$ cat src/rtl/rps_pkg.sv
// Package for the remappable pin select block: register indices, field layout,
// reset values and pin-count constants.
// Assumes a 16-bit register port with word indices; route, interface, top, checker and bench import it.
package rps_pkg;
   // Data and field geometry
   localparam int RPS_DATA_W = 16;
   localparam int RPS_ADDR_W = 4;
   localparam int RPS_SEL_W = 6;
   localparam int RPS_LO_POS = 0;
   localparam int RPS_HI_POS = 8;
   // Pad counts: selector codes reach 64 pads, function codes 64 functions
   localparam int RPS_NUM_PINS = 64;
   localparam int RPS_NUM_FUNCS = 64;
   // Register indices
   localparam logic [3:0] RPS_IDX_UART2 = 4'h0;
   localparam logic [3:0] RPS_IDX_SPI1_CD = 4'h1;
   localparam logic [3:0] RPS_IDX_U3CTS_SPI1SS = 4'h2;
   localparam logic [3:0] RPS_IDX_SPI2_CD = 4'h3;
   localparam logic [3:0] RPS_IDX_SPI2_SS = 4'h4;
   localparam logic [3:0] RPS_IDX_UART4 = 4'h5;
   localparam logic [3:0] RPS_IDX_SPI3_CD = 4'h6;
   localparam logic [3:0] RPS_IDX_SPI3_SS = 4'h7;
   localparam logic [3:0] RPS_IDX_OUT_MAP = 4'h8;
   // Reset values of the selector and output-map fields
   localparam logic [5:0] RPS_SEL_RESET = 6'h3F;
   localparam logic [5:0] RPS_FUNC_RESET = 6'h00;
   // Type of one 6-bit selector field, used by the route, interface and top files
   typedef logic [5:0] rps_sel_t;
endpackage

$ cat src/rtl/rps_route_if.sv
// Interface carrying the live selector fields from the register file to the
// routing module. Assumes one clock; fields are plain register outputs.
`timescale 1ns/1ps
interface rps_route_if;
   import rps_pkg::*;
   rps_sel_t in_sel [14];
   rps_sel_t pin0_output_func;
   rps_sel_t pin1_output_func;
   modport regs (output in_sel, output pin0_output_func, output pin1_output_func);
   modport route (input in_sel, input pin0_output_func, input pin1_output_func);
endinterface

$ cat src/rtl/rps_route.sv
// Routing module: picks one synchronised pad per peripheral input and one
// function per output pad. Assumes pad inputs already synchronised upstream.
`timescale 1ns/1ps
module rps_route (
   // Selector fields
   rps_route_if.route sel,
   // Pad and function levels
   input wire logic [rps_pkg::RPS_NUM_PINS-1:0] pad_level,
   input wire logic [rps_pkg::RPS_NUM_FUNCS-1:0] func_out,
   // Routed results
   output logic [13:0] periph_in,
   output logic [1:0] pin_out
);
   import rps_pkg::*;

   // Pure index lookup; an all-ones code picks the top pad, as after reset
   function automatic logic pick(input logic [63:0] vec, input rps_sel_t idx);
      pick = vec[idx];
   endfunction

   // Combinational routing so a new selector takes effect the cycle after write
   always_comb begin
      for (int i = 0; i < 14; i++) begin
         periph_in[i] = pick(pad_level, sel.in_sel[i]);
      end
      // Function 0 means no peripheral: pad is driven low
      pin_out[0] = (sel.pin0_output_func == RPS_FUNC_RESET) ? 1'b0 : pick(func_out, sel.pin0_output_func);
      pin_out[1] = (sel.pin1_output_func == RPS_FUNC_RESET) ? 1'b0 : pick(func_out, sel.pin1_output_func);
   end
endmodule

$ cat src/rtl/rps_top.sv
// Remappable pin select: selector register file, pad synchronisers and the
// routing module for UART2/3/4 and SPI1/2/3 inputs and output pads 0 and 1.
// Assumes pads are asynchronous, peripherals run on core_clk, simple reg port.
//
// Summary of operation
// - UART2 receive from bits 5-0, clear-to-send from bits 13-8.
// - SPI1 clock from bits 13-8, data input from bits 5-0.
// - SPI1 slave select from bits 5-0, UART3 clear-to-send from 13-8.
// - SPI2 clock from bits 13-8, data input from bits 5-0.
// - SPI2 slave select from bits 5-0; bits 15-6 have no function.
// - UART4 receive from bits 5-0, clear-to-send from bits 13-8.
// - SPI3 clock from bits 13-8, data input from bits 5-0.
// - SPI3 slave select from bits 5-0; bits 15-6 unused.
// - Selector bits are read/write and reset to all ones.
// - Bits 15-14 and 7-6 read zero and ignore writes.
// - Pad 1 gets function in bits 13-8, pad 0 function in bits 5-0.
// - Output-map bits are read/write and reset to zero.
`timescale 1ns/1ps
module rps_top (
   // Clock and reset
   input wire logic core_clk,
   input wire logic rst_n,
   // Register port
   input wire logic [rps_pkg::RPS_ADDR_W-1:0] reg_addr,
   input wire logic [rps_pkg::RPS_DATA_W-1:0] reg_wdata,
   input wire logic reg_wr,
   input wire logic reg_rd,
   output logic [rps_pkg::RPS_DATA_W-1:0] reg_rdata,
   // Pads: remappable I/O and input-only pins share one index space
   input wire logic [rps_pkg::RPS_NUM_PINS-1:0] remappable_io_pin,
   // Peripheral output functions, index is the function number
   input wire logic [rps_pkg::RPS_NUM_FUNCS-1:0] periph_func_out,
   // Remappable output pads 0 and 1
   output logic pin0_out,
   output logic pin1_out,
   // Peripheral inputs
   output logic uart2_rx_in,
   output logic uart2_cts_in,
   output logic uart3_cts_in,
   output logic uart4_rx_in,
   output logic uart4_cts_in,
   output logic spi1_clock_in,
   output logic spi1_din_in,
   output logic spi1_slave_select_in,
   output logic spi2_clock_in,
   output logic spi2_din_in,
   output logic spi2_slave_select_in,
   output logic spi3_clock_in,
   output logic spi3_din_in,
   output logic spi3_slave_select_in
);
   import rps_pkg::*;

   // Field slots inside the in_sel array
   localparam int F_U2RX = 0;
   localparam int F_U2CTS = 1;
   localparam int F_S1DIN = 2;
   localparam int F_S1CLK = 3;
   localparam int F_S1SS = 4;
   localparam int F_U3CTS = 5;
   localparam int F_S2DIN = 6;
   localparam int F_S2CLK = 7;
   localparam int F_S2SS = 8;
   localparam int F_U4RX = 9;
   localparam int F_U4CTS = 10;
   localparam int F_S3DIN = 11;
   localparam int F_S3CLK = 12;
   localparam int F_S3SS = 13;

   rps_route_if rif ();

   rps_sel_t uart2_rx_pin_sel_q;
   rps_sel_t uart2_cts_pin_sel_q;
   rps_sel_t spi1_din_pin_sel_q;
   rps_sel_t spi1_clk_pin_sel_q;
   rps_sel_t spi1_ss_pin_sel_q;
   rps_sel_t uart3_cts_pin_sel_q;
   rps_sel_t spi2_din_pin_sel_q;
   rps_sel_t spi2_clk_pin_sel_q;
   rps_sel_t spi2_ss_pin_sel_q;
   rps_sel_t uart4_rx_pin_sel_q;
   rps_sel_t uart4_cts_pin_sel_q;
   rps_sel_t spi3_din_pin_sel_q;
   rps_sel_t spi3_clk_pin_sel_q;
   rps_sel_t spi3_ss_pin_sel_q;
   rps_sel_t pin0_output_func_q;
   rps_sel_t pin1_output_func_q;
   logic [RPS_NUM_PINS-1:0] pad_meta_q;
   logic [RPS_NUM_PINS-1:0] pad_sync_q;
   logic [13:0] periph_in;
   logic [1:0] pin_out;
   logic [RPS_DATA_W-1:0] rdata_d;
   logic [RPS_DATA_W-1:0] rdata_q;

   // Field extraction used by every write
   function automatic rps_sel_t lo_f(input logic [15:0] w);
      lo_f = w[RPS_LO_POS +: RPS_SEL_W];
   endfunction
   function automatic rps_sel_t hi_f(input logic [15:0] w);
      hi_f = w[RPS_HI_POS +: RPS_SEL_W];
   endfunction
   // Packs two fields; unimplemented bits 15-14 and 7-6 come back as zero
   function automatic logic [15:0] pack_f(input rps_sel_t hi, input rps_sel_t lo);
      pack_f = {2'h0, hi, 2'h0, lo};
   endfunction

   // only bits 13-8 and 5-0 are stored
   always_ff @(posedge core_clk or negedge rst_n) begin
      if (!rst_n) begin
         uart2_rx_pin_sel_q <= RPS_SEL_RESET;
         uart2_cts_pin_sel_q <= RPS_SEL_RESET;
         spi1_din_pin_sel_q <= RPS_SEL_RESET;
         spi1_clk_pin_sel_q <= RPS_SEL_RESET;
         spi1_ss_pin_sel_q <= RPS_SEL_RESET;
         uart3_cts_pin_sel_q <= RPS_SEL_RESET;
         spi2_din_pin_sel_q <= RPS_SEL_RESET;
         spi2_clk_pin_sel_q <= RPS_SEL_RESET;
         spi2_ss_pin_sel_q <= RPS_SEL_RESET;
         uart4_rx_pin_sel_q <= RPS_SEL_RESET;
         uart4_cts_pin_sel_q <= RPS_SEL_RESET;
         spi3_din_pin_sel_q <= RPS_SEL_RESET;
         spi3_clk_pin_sel_q <= RPS_SEL_RESET;
         spi3_ss_pin_sel_q <= RPS_SEL_RESET;
      end else if (reg_wr) begin
         unique case (reg_addr)
            RPS_IDX_UART2: begin
               uart2_rx_pin_sel_q <= lo_f(reg_wdata);
               uart2_cts_pin_sel_q <= hi_f(reg_wdata);
            end
            RPS_IDX_SPI1_CD: begin
               spi1_din_pin_sel_q <= lo_f(reg_wdata);
               spi1_clk_pin_sel_q <= hi_f(reg_wdata);
            end
            RPS_IDX_U3CTS_SPI1SS: begin
               spi1_ss_pin_sel_q <= lo_f(reg_wdata);
               uart3_cts_pin_sel_q <= hi_f(reg_wdata);
            end
            RPS_IDX_SPI2_CD: begin
               spi2_din_pin_sel_q <= lo_f(reg_wdata);
               spi2_clk_pin_sel_q <= hi_f(reg_wdata);
            end
            RPS_IDX_SPI2_SS: begin
               spi2_ss_pin_sel_q <= lo_f(reg_wdata);
            end
            RPS_IDX_UART4: begin
               uart4_rx_pin_sel_q <= lo_f(reg_wdata);
               uart4_cts_pin_sel_q <= hi_f(reg_wdata);
            end
            RPS_IDX_SPI3_CD: begin
               spi3_din_pin_sel_q <= lo_f(reg_wdata);
               spi3_clk_pin_sel_q <= hi_f(reg_wdata);
            end
            RPS_IDX_SPI3_SS: begin
               spi3_ss_pin_sel_q <= lo_f(reg_wdata);
            end
            default: begin
            end
         endcase
      end
   end

   always_ff @(posedge core_clk or negedge rst_n) begin
      if (!rst_n) begin
         pin0_output_func_q <= RPS_FUNC_RESET;
         pin1_output_func_q <= RPS_FUNC_RESET;
      end else if (reg_wr && reg_addr == RPS_IDX_OUT_MAP) begin
         pin0_output_func_q <= lo_f(reg_wdata);
         pin1_output_func_q <= hi_f(reg_wdata);
      end
   end

   // Read mux; unmapped indices answer zero
   always_comb begin
      unique case (reg_addr)
         RPS_IDX_UART2: rdata_d = pack_f(uart2_cts_pin_sel_q, uart2_rx_pin_sel_q);
         RPS_IDX_SPI1_CD: rdata_d = pack_f(spi1_clk_pin_sel_q, spi1_din_pin_sel_q);
         RPS_IDX_U3CTS_SPI1SS: rdata_d = pack_f(uart3_cts_pin_sel_q, spi1_ss_pin_sel_q);
         RPS_IDX_SPI2_CD: rdata_d = pack_f(spi2_clk_pin_sel_q, spi2_din_pin_sel_q);
         RPS_IDX_SPI2_SS: rdata_d = pack_f(6'h00, spi2_ss_pin_sel_q);
         RPS_IDX_UART4: rdata_d = pack_f(uart4_cts_pin_sel_q, uart4_rx_pin_sel_q);
         RPS_IDX_SPI3_CD: rdata_d = pack_f(spi3_clk_pin_sel_q, spi3_din_pin_sel_q);
         RPS_IDX_SPI3_SS: rdata_d = pack_f(6'h00, spi3_ss_pin_sel_q);
         RPS_IDX_OUT_MAP: rdata_d = pack_f(pin1_output_func_q, pin0_output_func_q);
         default: rdata_d = 16'h0000;
      endcase
   end

   // Read data held only in the cycle after the strobe, zero otherwise
   always_ff @(posedge core_clk or negedge rst_n) begin
      if (!rst_n) begin
         rdata_q <= 16'h0000;
      end else if (reg_rd) begin
         rdata_q <= rdata_d;
      end else begin
         rdata_q <= 16'h0000;
      end
   end
   assign reg_rdata = rdata_q;

   // Pad synchronisers: pads are asynchronous to core_clk
   always_ff @(posedge core_clk or negedge rst_n) begin
      if (!rst_n) begin
         pad_meta_q <= '0;
         pad_sync_q <= '0;
      end else begin
         pad_meta_q <= remappable_io_pin;
         pad_sync_q <= pad_meta_q;
      end
   end

   assign rif.in_sel[F_U2RX] = uart2_rx_pin_sel_q;
   assign rif.in_sel[F_U2CTS] = uart2_cts_pin_sel_q;
   assign rif.in_sel[F_S1DIN] = spi1_din_pin_sel_q;
   assign rif.in_sel[F_S1CLK] = spi1_clk_pin_sel_q;
   assign rif.in_sel[F_S1SS] = spi1_ss_pin_sel_q;
   assign rif.in_sel[F_U3CTS] = uart3_cts_pin_sel_q;
   assign rif.in_sel[F_S2DIN] = spi2_din_pin_sel_q;
   assign rif.in_sel[F_S2CLK] = spi2_clk_pin_sel_q;
   assign rif.in_sel[F_S2SS] = spi2_ss_pin_sel_q;
   assign rif.in_sel[F_U4RX] = uart4_rx_pin_sel_q;
   assign rif.in_sel[F_U4CTS] = uart4_cts_pin_sel_q;
   assign rif.in_sel[F_S3DIN] = spi3_din_pin_sel_q;
   assign rif.in_sel[F_S3CLK] = spi3_clk_pin_sel_q;
   assign rif.in_sel[F_S3SS] = spi3_ss_pin_sel_q;
   assign rif.pin0_output_func = pin0_output_func_q;
   assign rif.pin1_output_func = pin1_output_func_q;

   rps_route rps_route_i (
      .sel(rif.route),
      .pad_level(pad_sync_q),
      .func_out(periph_func_out),
      .periph_in(periph_in),
      .pin_out(pin_out)
   );

   assign uart2_rx_in = periph_in[F_U2RX];
   assign uart2_cts_in = periph_in[F_U2CTS];
   assign spi1_din_in = periph_in[F_S1DIN];
   assign spi1_clock_in = periph_in[F_S1CLK];
   assign spi1_slave_select_in = periph_in[F_S1SS];
   assign uart3_cts_in = periph_in[F_U3CTS];
   assign spi2_din_in = periph_in[F_S2DIN];
   assign spi2_clock_in = periph_in[F_S2CLK];
   assign spi2_slave_select_in = periph_in[F_S2SS];
   assign uart4_rx_in = periph_in[F_U4RX];
   assign uart4_cts_in = periph_in[F_U4CTS];
   assign spi3_din_in = periph_in[F_S3DIN];
   assign spi3_clock_in = periph_in[F_S3CLK];
   assign spi3_slave_select_in = periph_in[F_S3SS];
   assign pin0_out = pin_out[0];
   assign pin1_out = pin_out[1];
endmodule

$ cat config.mk
export PLATFORM = sky130hd
export DESIGN_NAME = rps_top
export DESIGN_NICKNAME = d
export VERILOG_FILES = /design/src/rtl/rps_pkg.sv /design/src/rtl/rps_route_if.sv /design/src/rtl/rps_route.sv /design/src/rtl/rps_top.sv
export SDC_FILE = /design/constraint.sdc
export NUM_CORES = 1
export LEC_CHECK = 0
export ABC_AREA = 0
export BUFFER_PORTS_ARGS = -buffer_cell sky130_fd_sc_hd__buf_2
export CAP_MARGIN = 10
export CORE_MARGIN = 1.5
export CORE_UTILIZATION = 55
export DETAILED_ROUTE_END_ITERATION = 12
export GPL_ROUTABILITY_DRIVEN = 0
export PLACE_DENSITY = 0.75
export SLEW_MARGIN = 40
export SYNTH_ARGS = -nofsm -noshare
export SYNTH_HDL_FRONTEND = slang
export SYNTH_SLANG_ARGS = --single-unit
$ cat constraint.sdc
create_clock -name core_clk -period 2.81 [get_ports core_clk]
set_input_delay 0.562 -clock core_clk [delete_from_list [all_inputs] [get_ports core_clk]]
set_output_delay 0.562 -clock core_clk [all_outputs]
set_load 0.05 [all_outputs]
### After elaboration in Yosys (flattened, before gate mapping)

Index checks and enable logic that the tools add are counted.

* add/subtract/negate cells: 0
* bitwise gates (word level): 0
* reduce and logical (&&, ||, !) cells: 12
* equal/unequal tests: 8
* multiply operators: 0
* div/mod/pow operators: 0
* mux-type cells: 36
* order comparisons: 16
* shifts and indexed selects: 0

Operators by type and width (number)
* 14-bit one-hot mux with 9 select lines: 1
* 6-bit by 7-bit < comparator with 1-bit output (second input constant): 16
* 1-bit binary-select mux with 6-bit select: 16
* 1-bit 2-to-1 mux: 18
* 4-bit by 3-bit == test with 1-bit output (second input constant): 4
* 16-bit 2-to-1 mux: 1
* 2-bit AND reduction: 8
* 6-bit logical NOT: 2
* 4-bit by 2-bit == test with 1-bit output (second input constant): 2
* 4-bit by 1-bit == test with 1-bit output (second input constant): 1
* 4-bit == test (second input constant): 1
* 4-bit logical NOT: 1
* 1-bit logical AND: 1

* bits in registers: 240
* bits in latches: 0
* logic and storage cells: 91
* memories: 0
* output and inout port bits: 32
* ROM bits: 0
* RAM bits: 0

### Longest topological paths before layout

Gate-level depths: netlist of the first run.

* depth in word-level cells: 3
* mapped depth: 7
* gate-level depth less buffers: 5

### Cells and area by module

From an unflattened synthesis of the first run, not the netlist that was laid out.

* cell total of the unflattened synthesis: 1187
* area, all modules: 17329.1 µm²

By module, submodules not included
* rps_route: cells each 706, instances 1, area an instance 9047.4 µm²
* rps_top: cells each 481, instances 1, area an instance 8281.7 µm²

### Worst setup path after synthesis of the first run

No wires, ideal clock.

* path kind: reg2out
* start: register uart2_cts_pin_sel_q[0]
* end: output port uart2_cts_in
* cell stages (with the launch flop): 8
* arrival: 2.954 ns
* path slack: -0.706 ns
* path through: dfstp_2 > buf_2 > buf_6 > mux4_2 > o22ai_1 > nand2_1 > o21ai_0 > o41ai_1

* longest elaborated chain between the ends: 2

RTL lines
* from (decl): line rps_top.sv:73 `rps_sel_t uart2_cts_pin_sel_q;`
* from (signal assigned): line rps_top.sv:128 `uart2_cts_pin_sel_q <= hi_f(reg_wdata);`
* 1-bit binary-select mux with 6-bit select: line rps_route.sv:18 `pick = vec[idx];`
* 1-bit 2-to-1 mux (implied by the code): line rps_route.sv:18
* to (decl): line rps_top.sv:38 `output logic uart2_cts_in,`

Every way passes these cells. The select of a mux whose other input is x is not followed.

### Worst setup path after layout of the first run

* start: register spi2_clk_pin_sel_q[0]
* end: output port spi2_clock_in

* longest elaborated chain between the ends: 2

RTL lines
* from (decl): line rps_top.sv:79 `rps_sel_t spi2_clk_pin_sel_q;`
* from (signal assigned): line rps_top.sv:140 `spi2_clk_pin_sel_q <= hi_f(reg_wdata);`
* 1-bit binary-select mux with 6-bit select: line rps_route.sv:18
* 1-bit 2-to-1 mux (implied by the code): line rps_route.sv:18
* to (decl): line rps_top.sv:45 `output logic spi2_clock_in,`

Every way passes these cells. The select of a mux whose other input is x is not followed.

==> results of run 1 <==
[cell usage after synthesis (all sizes together), types with 4 or more instances]
cell       n
a22oi     24
o22ai      8
nor2b     11
o21ai     14
o211ai     9
nand3b    13
mux4     258
a22o      12
dfrtp    152
nor2      18
mux2i     81
a21oi      7
dfstp     84
nor3      10
mux2     117
nand4     14
buf       76
nor4       4
nand2b     4
a2111oi   11
clkbuf    98
a221oi    12
inv       12
a222oi     6
a31oi     19
nand3     12
nand2     39
[timing repair]
item | 4_1_cts | 5_1_grt
pin swaps | 19 | 20
hold endpoints to repair | 0 | 0
gates resized for setup | 118 | 43
gates cloned | 4 | 1
buffers inserted | 36 | 17
setup endpoints to repair | 16 | 16
[through the flow]
stage          std cells   util
2_1_floorplan       1158      -
3_3_place_gp        1669  0.608
3_5_place_dp        1669  0.608
4_1_cts             1748  0.658
5_1_grt             1765  0.665
6_report            1765  0.665
[placed cells by master (no fill, tap or decap), drive strengths merged, types with 8 or more instances in the layout]
cell type,count
buf,346
mux4,258
dfrtp,152
mux2,117
dfstp,84
mux2i,81
nand2,39
clkbuf,27
a22oi,24
a31oi,19
nor2,18
nand4,14
o21ai,14
inv,14
nand3b,13
a22o,12
a221oi,12
nand3,12
nor2b,11
a2111oi,11
nor3,10
o211ai,9
o22ai,8
[cell families (layout without fill, tap and decap cells)]
group,after synthesis,count (layout),synth area share
multiplexers,456,456,0.479
flip-flops,236,236,0.354
buffers and inverters,188,398,0.0594
AND/OR/NAND/NOR,139,139,0.0460
AO/OA/AOI/OAI,135,135,0.0611
other,1,5,0.000221
[area by class of cell]
| cell class | instances | share of cell area |
|---|---|---|
| Antenna cell | 1 | 0.000123 |
| Tap cell | 396 | 0.0244 |
| Timing Repair Buffer | 347 | 0.133 |
| Sequential cell | 236 | 0.299 |
| Multi-Input combinational cell | 734 | 0.504 |
| Clock inverter | 13 | 0.00832 |
| Inverter | 12 | 0.00222 |
| Clock buffer | 26 | 0.0294 |
[worst paths after layout]
check / end / slack [ns] / depth (start not counted)
max: spi2_clock_in / -0.51 / 7
min: pad_meta_q[4]$_DFF_PN0_ / 0.0005 / 1
max reg2reg: reg_rdata[0]$_DFF_PN0_ / 1.19 / 5
min reg2reg: pad_sync_q[2]$_DFF_PN0_ / 0.33 / 0
max in group asynchronous: uart2_rx_pin_sel_q[3]$_DFFE_PN1P_ / 1.99 / 2
min in group core_clk: pad_meta_q[41]$_DFF_PN0_ / 0.12 / 1
[per-layer routing]
layer	wire (µm)	GRT usage	vias up
met5	0	0	-
met4	2890	0.147	0
met3	8080	0.0905	277
met2	24700	0.539	1279
met1	18500	0.449	6497
li1	-	-	5111
[power breakdown]
group / leakage [µW] / switching, µW / internal [µW]
clock: 0.000361 / 1320 / 1810
sequential: 0.00266 / 1240 / 4080
combinational: 0.00494 / 3100 / 3890
total: 0.00795 / 5660 / 9780
[critical path: cells and delay by family (launching register included)]
| kind | cells | cell delay, ns |
|---|---|---|
| and+or+nand+nor | 1 | 0.10 |
| buffers and inverters | 3 | 0.44 |
| muxes | 2 | 0.80 |
| AOI/OAI and AO/OA | 1 | 0.32 |
| DFF | 1 | 0.54 |
==> out/metrics.cfg, run 1 <==
[synthesis]
synth.distinct_cells = 60
synthArstFlopShare = 1.00
yosysSeqAreaShare = 0.354
synth_top_area_frac = 0.275
synthFlopType = dfrtp_1
yosys-top-cells-area = mux4_2, dfrtp_1, dfstp_2, mux4_1, mux2i_1
synth_edf_count = 0
yosysWarnings = 0
syn_avg_cell_area_um2 = 14.7
syn_inst = 1155
syn-cell-area_um2 = 17000
synth_area_leader_cell = mux4_2
ys_ff_latch = 236

[final_layout]
drive_gt1_frac = 0.619
multi_input_area_um2 = 10200
nets = 1506
synthToLayoutAreaGrowth_pct = 19.6
final_area_um2 = 20300
regArea_um2 = 6060
nFillCells = 2131

[placed_design]
dp_worst_setup_slack_ns = -0.0611
postPlaceCellArea_um2 = 18600
port_buffers = 174
detailed_place_hpwl_mm = 37.0

[clock_network]
holdBufCountCts = 0
tritoncts = done
clock_latency_ns = 0.54
cts_sinks = 236
cts.path.max_buffers = 3
clockRootBuffer = clkbuf_16
cts.clk_slew.worst_paths_ns = 0.06
cts_buffers = 23
htree_levels = 1

[critical_path]
r2r-start = spi1_ss_pin_sel_q[0]$_DFFE_PN1P_
cp.required_ns = 2.25
path_max_fanout = 8
crit_start = spi2_clk_pin_sel_q[0]$_DFFE_PN1P_
slowest_delay_ns = 0.54
cp-start-kind = register
crit_arrival_ns = 2.76
path_class = reg -> out
path_common_cell = buf_12
end_kind = primary output
cp_slowest_cell = dfstp_2
crit_chain = buf_12, buf_12, mux4_2, mux2_4, a2111oi_4, nor3_2, buf_6

[outcome]
violations = negative setup slack
outcome = finished with violations

[timing]
fmax_mhz = 301
period_share = 1.18
worstMarginPinSlew_ns = 0.751
final.setup.tns_ns = -5.73
fin_crit_ns = 3.32
timing.hold.ws_ns = 0.000510
hold_viol = 0
grt_setup_unrepaired = yes
max-slew-margin-rel = 0.498
setup_slack_ns = -0.509
setup_violations = 16
clock_skew_ns = 0.0207
maxSlewViolCount = 0

[floorplanning]
dieArea_um2 = 31900
fp.dieW_um = 179
die_h_um = 179
ios = 184
initial_utilization = 0.556
core_um2 = 30500
std_cell_rows = 64

[power_and_ir_drop]
power.total_uw = 15400
p_per_area_nw_per_um2 = 761
p_leak_uw = 0.00795
ir_drop_mv = 0.621

[global_route]
grt_pass1_vias = 13300
grt_max_degree = 81
gr-usage-all-layers = 0.341
grt_overflow = 0
antenna_found_initial = 1
grt_pass1_wl_mm = 79.7

[route]
dr.pass1.iters = 7
wirelength_mm = 54.1
dr.first_iter.drc_count = 2246
drc_errors = 0
postRouteAntennaNets = 0
via_per_inst = 7.46
vias = 13200
wl_per_cell_um = 30.7

[min_path]
hold_path_class = in -> async

[flow_run]
maxCapViolCount = 0

No activity file was read; power rests on OpenSTA's default activity.
==> run 2, diff against run 1 <==
--- a/config.mk
+++ b/config.mk
@@ -6,13 +6,13 @@
 export NUM_CORES = 1
 export LEC_CHECK = 0
 export ABC_AREA = 0
-export BUFFER_PORTS_ARGS = -buffer_cell sky130_fd_sc_hd__buf_2
 export CAP_MARGIN = 10
 export CORE_MARGIN = 1.5
 export CORE_UTILIZATION = 55
 export DETAILED_ROUTE_END_ITERATION = 12
+export DONT_BUFFER_PORTS = 1
 export GPL_ROUTABILITY_DRIVEN = 0
-export PLACE_DENSITY = 0.75
+export PLACE_DENSITY = 0.7
 export SLEW_MARGIN = 40
 export SYNTH_ARGS = -nofsm -noshare
 export SYNTH_HDL_FRONTEND = slang
==> constraint.sdc (replaced) <==
create_clock -name core_clk -period 3.3 [get_ports core_clk]
set_input_delay 0.66 -clock core_clk [delete_from_list [all_inputs] [get_ports core_clk]]
set_output_delay 0.66 -clock core_clk [all_outputs]
set_load 0.05 [all_outputs]
==> out/metrics.cfg, run 2 (synthesis results as in run 1) <==
[outcome]
violations = negative hold slack, negative setup slack
outcome = finished with violations

[floorplanning]
initial_utilization = 0.556  ; unchanged
core_um2 = 30500  ; unchanged
std_cell_rows = 64  ; unchanged
ios = 184  ; unchanged
fp.dieW_um = 179  ; unchanged
dieArea_um2 = 31900  ; unchanged
die_h_um = 179  ; unchanged

[placed_design]
dp_worst_setup_slack_ns = 0.227  ; +0.288 ns
detailed_place_hpwl_mm = 35.7  ; -3.5%
postPlaceCellArea_um2 = 17200  ; -7.2%
port_buffers = 0  ; -100%

[clock_network]
tritoncts = done
clock_latency_ns = 0.53  ; about the same
cts_sinks = 236  ; unchanged
cts.path.max_buffers = 3  ; unchanged
clockRootBuffer = clkbuf_16
cts.clk_slew.worst_paths_ns = 0.06  ; about the same
htree_levels = 1  ; unchanged
cts_buffers = 24  ; +4.3%

[final_layout]
nets = 1287  ; -15%
antennaDiodeCount = 0  ; -1
final_common_cell = mux4_2
nFillCells = 2281  ; +7.0%
drive_gt1_frac = 0.537  ; -0.0818
final_area_um2 = 18900  ; -6.8%
layout_common_cells = mux4_2, dfrtp_1, buf_4, mux2i_1, dfstp_2
synthToLayoutAreaGrowth_pct = 11.4

[power_and_ir_drop]
p_sw_uw = 4490  ; -21%
seqPwrFrac = 0.376  ; +0.032
p_per_area_nw_per_um2 = 667  ; -12%
power.internal_uw = 8130  ; -17%
power.share.clock = 0.223  ; +0.020
ir_drop_mv = 0.486  ; -22%
power_frac_comb = 0.401  ; -0.051
power.share.switching = 0.356  ; -0.0109
p_leak_uw = 0.00698  ; -12%

[route]
via_per_inst = 7.91  ; +6.1%
vias = 12200  ; -7.0%
drt-met1-wl_mm = 18.3  ; -1.3%
dr.pass1.iters = 9  ; +2
drc_errors = 0  ; unchanged
wl_per_cell_um = 35.2  ; +15%
wl_met3_mm = 8.92  ; +10%
highest_layer = met4
dr.first_iter.drc_count = 2065  ; -8.1%
wl_met2_mm = 24.4  ; -1.2%
wirelength_mm = 54.6  ; +0.75%
postRouteAntennaNets = 0  ; unchanged

[critical_path]
crit_arrival_ns = 2.90  ; +0.14 ns
cp-start-kind = register
path_max_fanout = 9  ; +1
end_kind = primary output
path_class = reg -> out
cp.required_ns = 2.64  ; +0.39 ns

[global_route]
grt_pass1_wl_mm = 78.6  ; -1.3%
grt_pass1_vias = 12200  ; -7.9%
grt_overflow = 0  ; unchanged
gr-usage-all-layers = 0.344  ; +0.00319
grt_max_degree = 237  ; +190%
antenna_found_initial = 0  ; -1

[timing]
maxSlewViolCount = 0  ; unchanged
worstMarginPinSlew_ns = 0.787  ; +0.0368 ns
fmax_mhz = 281
timing.hold.ws_ns = -0.0907  ; -0.0913 ns
setup_violations = 5  ; -11
max-slew-margin-rel = 0.475  ; -0.0233
clock_skew_ns = 0.0143  ; -0.00641 ns
period_share = 1.08
fin_crit_ns = 3.56
setup_slack_ns = -0.255  ; +0.253 ns
hold_viol = 76  ; +76
grt_setup_unrepaired = yes

[min_path]
hold_path_class = in -> async

[flow_run]
maxCapViolCount = 0  ; unchanged

## run 2: cell types whose count changed in the layout (fill, tap and decap cells not counted), sizes merged
| cell | delta |
|---|---|
| bufinv | -1 |
| clkinvlp | -3 |
| clkbuf | +11 |
| inv | -2 |
| buf | -221 |
| diode | -1 |
## run 2: power groups by stage
stage,Sequential [µW],Clock (µW),Combinational (µW)
after floorplan,3720,0,4190
after global placement,4740,0,4150
after detailed placement,4760,0,4240
after CTS,4690,2860,4650
after global routing,4770,2970,5340
final,4750,2810,5060
## run 2: metal layers
metal	vias to the layer above	GRT usage
li1	4690	-
met1	6118	0.459
met2	1203	0.520
met3	238	0.107
met4	0	0.158
met5	-	0
## run 2: path summary, 6_finish.rpt
check                      slack [ns]                           endpoint  depth (start not counted)                             start
max in group asynchronous        2.76           pad_sync_q[28]$_DFF_PN0_                          0                             rst_n
hold reg to reg                  0.34           pad_sync_q[45]$_DFF_PN0_                          0          pad_meta_q[45]$_DFF_PN0_
min in group core_clk            0.16           pad_meta_q[40]$_DFF_PN0_                          0             remappable_io_pin[40]
setup reg to reg                 1.64             reg_rdata[0]$_DFF_PN0_                          5  spi2_ss_pin_sel_q[0]$_DFFE_PN1P_
setup / recovery                -0.26                      spi3_clock_in                          5          pad_sync_q[50]$_DFF_PN0_
hold / removal                  -0.09  pin0_output_func_q[2]$_DFFE_PN0P_                          0                             rst_n
## run 2: worst max-delay path, cell delays in order, from the launching register on
cell	delay, ns
dfrtp_1	0.75
mux4_2	0.36
mux2i_1	0.07
mux4_2	0.50
o211ai_1	0.41
buf_4	0.28
## run 2: layout make-up
cell class | instances | area (µm²) | share of cell area
clock inverter | 7 | 91.3 | 0.00483
timing repair buffer | 127 | 1290 | 0.0683
tap | 396 | 495 | 0.0262
sequential | 236 | 6110 | 0.323
multi-input combinational | 734 | 10100 | 0.536
inverter | 12 | 45.0 | 0.00238
clock buffer | 36 | 748 | 0.0396
## run 2: metrics by stage
stage               utilization  power [µW]  hold slack [ns]  setup TNS [ns]  cells
CTS                       0.608       12200           -0.163          -0.369   1531
global route              0.620       13100           -0.147          -0.737   1548
global placement          0.564        8890            0.332               0   1463
detailed placement        0.565        9000            0.335               0   1463
finish                    0.620       12600          -0.0907          -0.545   1548
floorplan                     -        7910            0.331               0   1158
## run 2: repair_timing
item,4_1_cts,5_1_grt
hold endpoints to repair,152,152
pin swaps,13,20
setup endpoints to repair,15,16
setup buffers,25,15
gates resized for setup,101,54
cloned,0,2
==> run 3, diff against run 2 <==
--- a/config.mk
+++ b/config.mk
@@ -7,8 +7,10 @@
 export LEC_CHECK = 0
 export ABC_AREA = 0
 export CAP_MARGIN = 10
+export CORE_ASPECT_RATIO = 0.8
 export CORE_MARGIN = 1.5
 export CORE_UTILIZATION = 55
+export CTS_CLUSTER_SIZE = 12
 export DETAILED_ROUTE_END_ITERATION = 12
 export DONT_BUFFER_PORTS = 1
 export GPL_ROUTABILITY_DRIVEN = 0
==> out/metrics.cfg, run 3 (synthesis results as in run 1) <==
[global_route]
met3_usage = 0.144  ; +0.0370
grt_pass1_vias = 11900  ; -2.3%
gr-usage-all-layers = 0.337  ; -0.00714
grtUsageMet1 = 0.487  ; +0.0276
grt_max_degree = 237  ; unchanged
grt_pass1_wl_mm = 78.6  ; about the same
grt_overflow = 0  ; unchanged
antenna_found_initial = 0  ; unchanged
use_met2 = 0.484  ; -0.0360
grt-busiest-layer = met1

[timing]
max-slew-margin-rel = 0.517  ; +0.0424
worstMarginPinSlew_ns = 0.722  ; -0.0653 ns
grt_setup_unrepaired = yes
setup_violations = 7  ; +2
period_share = 1.05  ; -0.0234
maxSlewViolCount = 0  ; unchanged
fmax_mhz = 288  ; +2.2%
fin_crit_ns = 3.48  ; -0.0772 ns
setup_slack_ns = -0.178  ; +0.0772 ns
timing.hold.ws_ns = -0.183  ; -0.0924 ns
hold_viol = 153  ; +100%
clock_skew_ns = 0.0151  ; +0.000843 ns

[critical_path]
r2r_end = reg_rdata[1]$_DFF_PN0_
cp-start-kind = register
path_class = reg -> out
crit_chain = buf_4, mux4_2, mux2i_1, mux4_2, o211ai_1, buf_4
rr_worst_depth = 4  ; -1
crit_arrival_ns = 2.82  ; -0.08 ns
r2r-start = spi2_ss_pin_sel_q[1]$_DFFE_PN1P_
cp_slowest_cell = dfstp_4
slowest_delay_ns = 0.72  ; -0.03 ns
path_max_fanout = 6  ; -3
r2r_slack_ns = 1.67  ; +0.03 ns
cp.required_ns = 2.64  ; about the same
end_kind = primary output

[clock_network]
htree_levels = 1  ; unchanged
clock_latency_ns = 0.54  ; about the same
cts.path.max_buffers = 3  ; unchanged
clockRootBuffer = clkbuf_16
cts_sinks = 236  ; unchanged
cts_buffers = 24  ; unchanged
tritoncts = done
cts.clk_slew.worst_paths_ns = 0.06  ; about the same

[flow_run]
maxCapViolCount = 0  ; unchanged

[floorplanning]
fp.dieW_um = 199  ; +12%
dieArea_um2 = 31900  ; about the same
std_cell_rows = 57  ; -11%
initial_utilization = 0.559  ; +0.00234
core_um2 = 30400  ; -0.42%
ios = 184  ; unchanged
die_h_um = 160  ; -10%

[final_layout]
nFillCells = 2282  ; +0.044%
synthToLayoutAreaGrowth_pct = 11.2
nets = 1279  ; -0.62%
final_common_cell = mux4_2
utilization = 0.621  ; +0.00137
antennaDiodeCount = 0  ; unchanged
layout_common_cells = mux4_2, dfrtp_1, mux2i_1, buf_4, dfstp_2
drive_gt1_frac = 0.533  ; -0.00481
fin_cells = 1551  ; +0.19%

[power_and_ir_drop]
p_sw_uw = 4670  ; +4.0%
power.share.clock = 0.198  ; -0.025
ir_drop_mv = 0.442  ; -9.0%
power.internal_uw = 7930  ; -2.5%
power.share.switching = 0.371  ; +0.0149
seqPwrFrac = 0.381  ; +0.005
p_per_area_nw_per_um2 = 667  ; about the same
p_leak_uw = 0.00694  ; -0.59%
power_frac_comb = 0.421  ; +0.020
power.total_uw = 12600  ; -0.18%

[route]
vias = 12100  ; -0.87%
dr.pass1.iters = 5  ; -4
via_per_inst = 7.83  ; -1.1%
postRouteAntennaNets = 0  ; unchanged
wl_per_cell_um = 34.4  ; -2.3%
drc_errors = 0  ; unchanged
wirelength_mm = 53.4  ; -2.1%
dr.first_iter.drc_count = 1998  ; -3.2%

[placed_design]
dp_worst_setup_slack_ns = 0.166  ; -0.0612 ns
detailed_place_hpwl_mm = 34.9  ; -2.2%
placed_cells = 1458  ; -0.34%
port_buffers = 0  ; unchanged

[min_path]
hold_path_class = in -> async

[outcome]
outcome = finished with violations
violations = negative hold slack, negative setup slack

==> run 3: cell types whose count changed in the layout (fill, tap and decap cells not counted), moves of 3 or more <==
cell and delta:
buf_4 -14, mux4_1 +8, mux4_2 -8, buf_6 +5, dfrtp_2 -5, mux2i_1 -5
mux2i_2 +5, o21ai_1 -5, dfrtp_1 +4, o21ai_2 +4, buf_12 -3, buf_8 +3
clkbuf_16 -3
==> run 3: stage by stage <==
step,hold WS [ns],cell area (µm²),setup TNS (ns)
floorplan,0.331,17000,0
global placement,0.334,17100,0
detailed placement,0.335,17100,0
CTS,-0.201,18700,-0.679
global route,-0.210,18900,-1.26
finish,-0.183,18900,-0.757
==> run 3: critical path, delay by kind of cell (launching register included) <==
kind	cells	cell delay (ns)
buf+inv	2	0.44
mux	3	0.75
compound gates	1	0.37
flops	1	0.72
==> run 3: per-layer routing <==
| metal | wire length, µm | vias to the layer above |
|---|---|---|
| met5 | 0 | - |
| met4 | 1210 | 0 |
| met3 | 9070 | 128 |
| met2 | 23400 | 1102 |
| met1 | 19800 | 6262 |
| li1 | - | 4650 |
==> run 3: area by class of cell <==
type / instances / area (µm²) / area share
Timing Repair Buffer: 119 / 1260 / 0.0666
Sequential cell: 236 / 6110 / 0.324
Multi-Input combinational cell: 734 / 10200 / 0.543
Clock buffer: 34 / 678 / 0.0359
Inverter: 12 / 45.0 / 0.00239
Tap cell: 413 / 517 / 0.0274
Clock inverter: 3 / 26.3 / 0.00139
==> run 3: power groups by stage <==
stage          Clock [µW]  Combinational [µW]  Sequential, µW
6_report             2500                5300            4800
5_1_grt              2670                5560            4810
3_5_place_dp            0                4190            4840
4_1_cts              2550                5070            4660
2_1_floorplan           0                4190            3720
3_3_place_gp            0                4110            4790
==> run 3: what timing repair did <==
item	4_1_cts	5_1_grt
setup buffers	47	8
resized for setup	121	47
pin swaps	22	18
gates cloned	2	1
setup endpoints to repair	15	16
hold endpoints to repair	192	155
==> run 3: how the worst max path moves through the flow <==
stage | from | end | slack (ns) | cells past startpoint
after floorplan | uart4_cts_pin_sel_q[0]$_DFFE_PN1P_ | uart4_cts_in | 0.008 | 7
after global placement | spi1_clk_pin_sel_q[0]$_DFFE_PN1P_ | spi1_clock_in | 0.26 | 5
after detailed placement | spi1_clk_pin_sel_q[0]$_DFFE_PN1P_ | spi1_clock_in | 0.17 | 5
after CTS | spi3_clk_pin_sel_q[0]$_DFFE_PN1P_ | spi3_clock_in | -0.15 | 6
after global routing | spi3_din_pin_sel_q[0]$_DFFE_PN1P_ | spi3_din_in | -0.21 | 8
final | spi3_clk_pin_sel_q[0]$_DFFE_PN1P_ | spi3_clock_in | -0.18 | 6
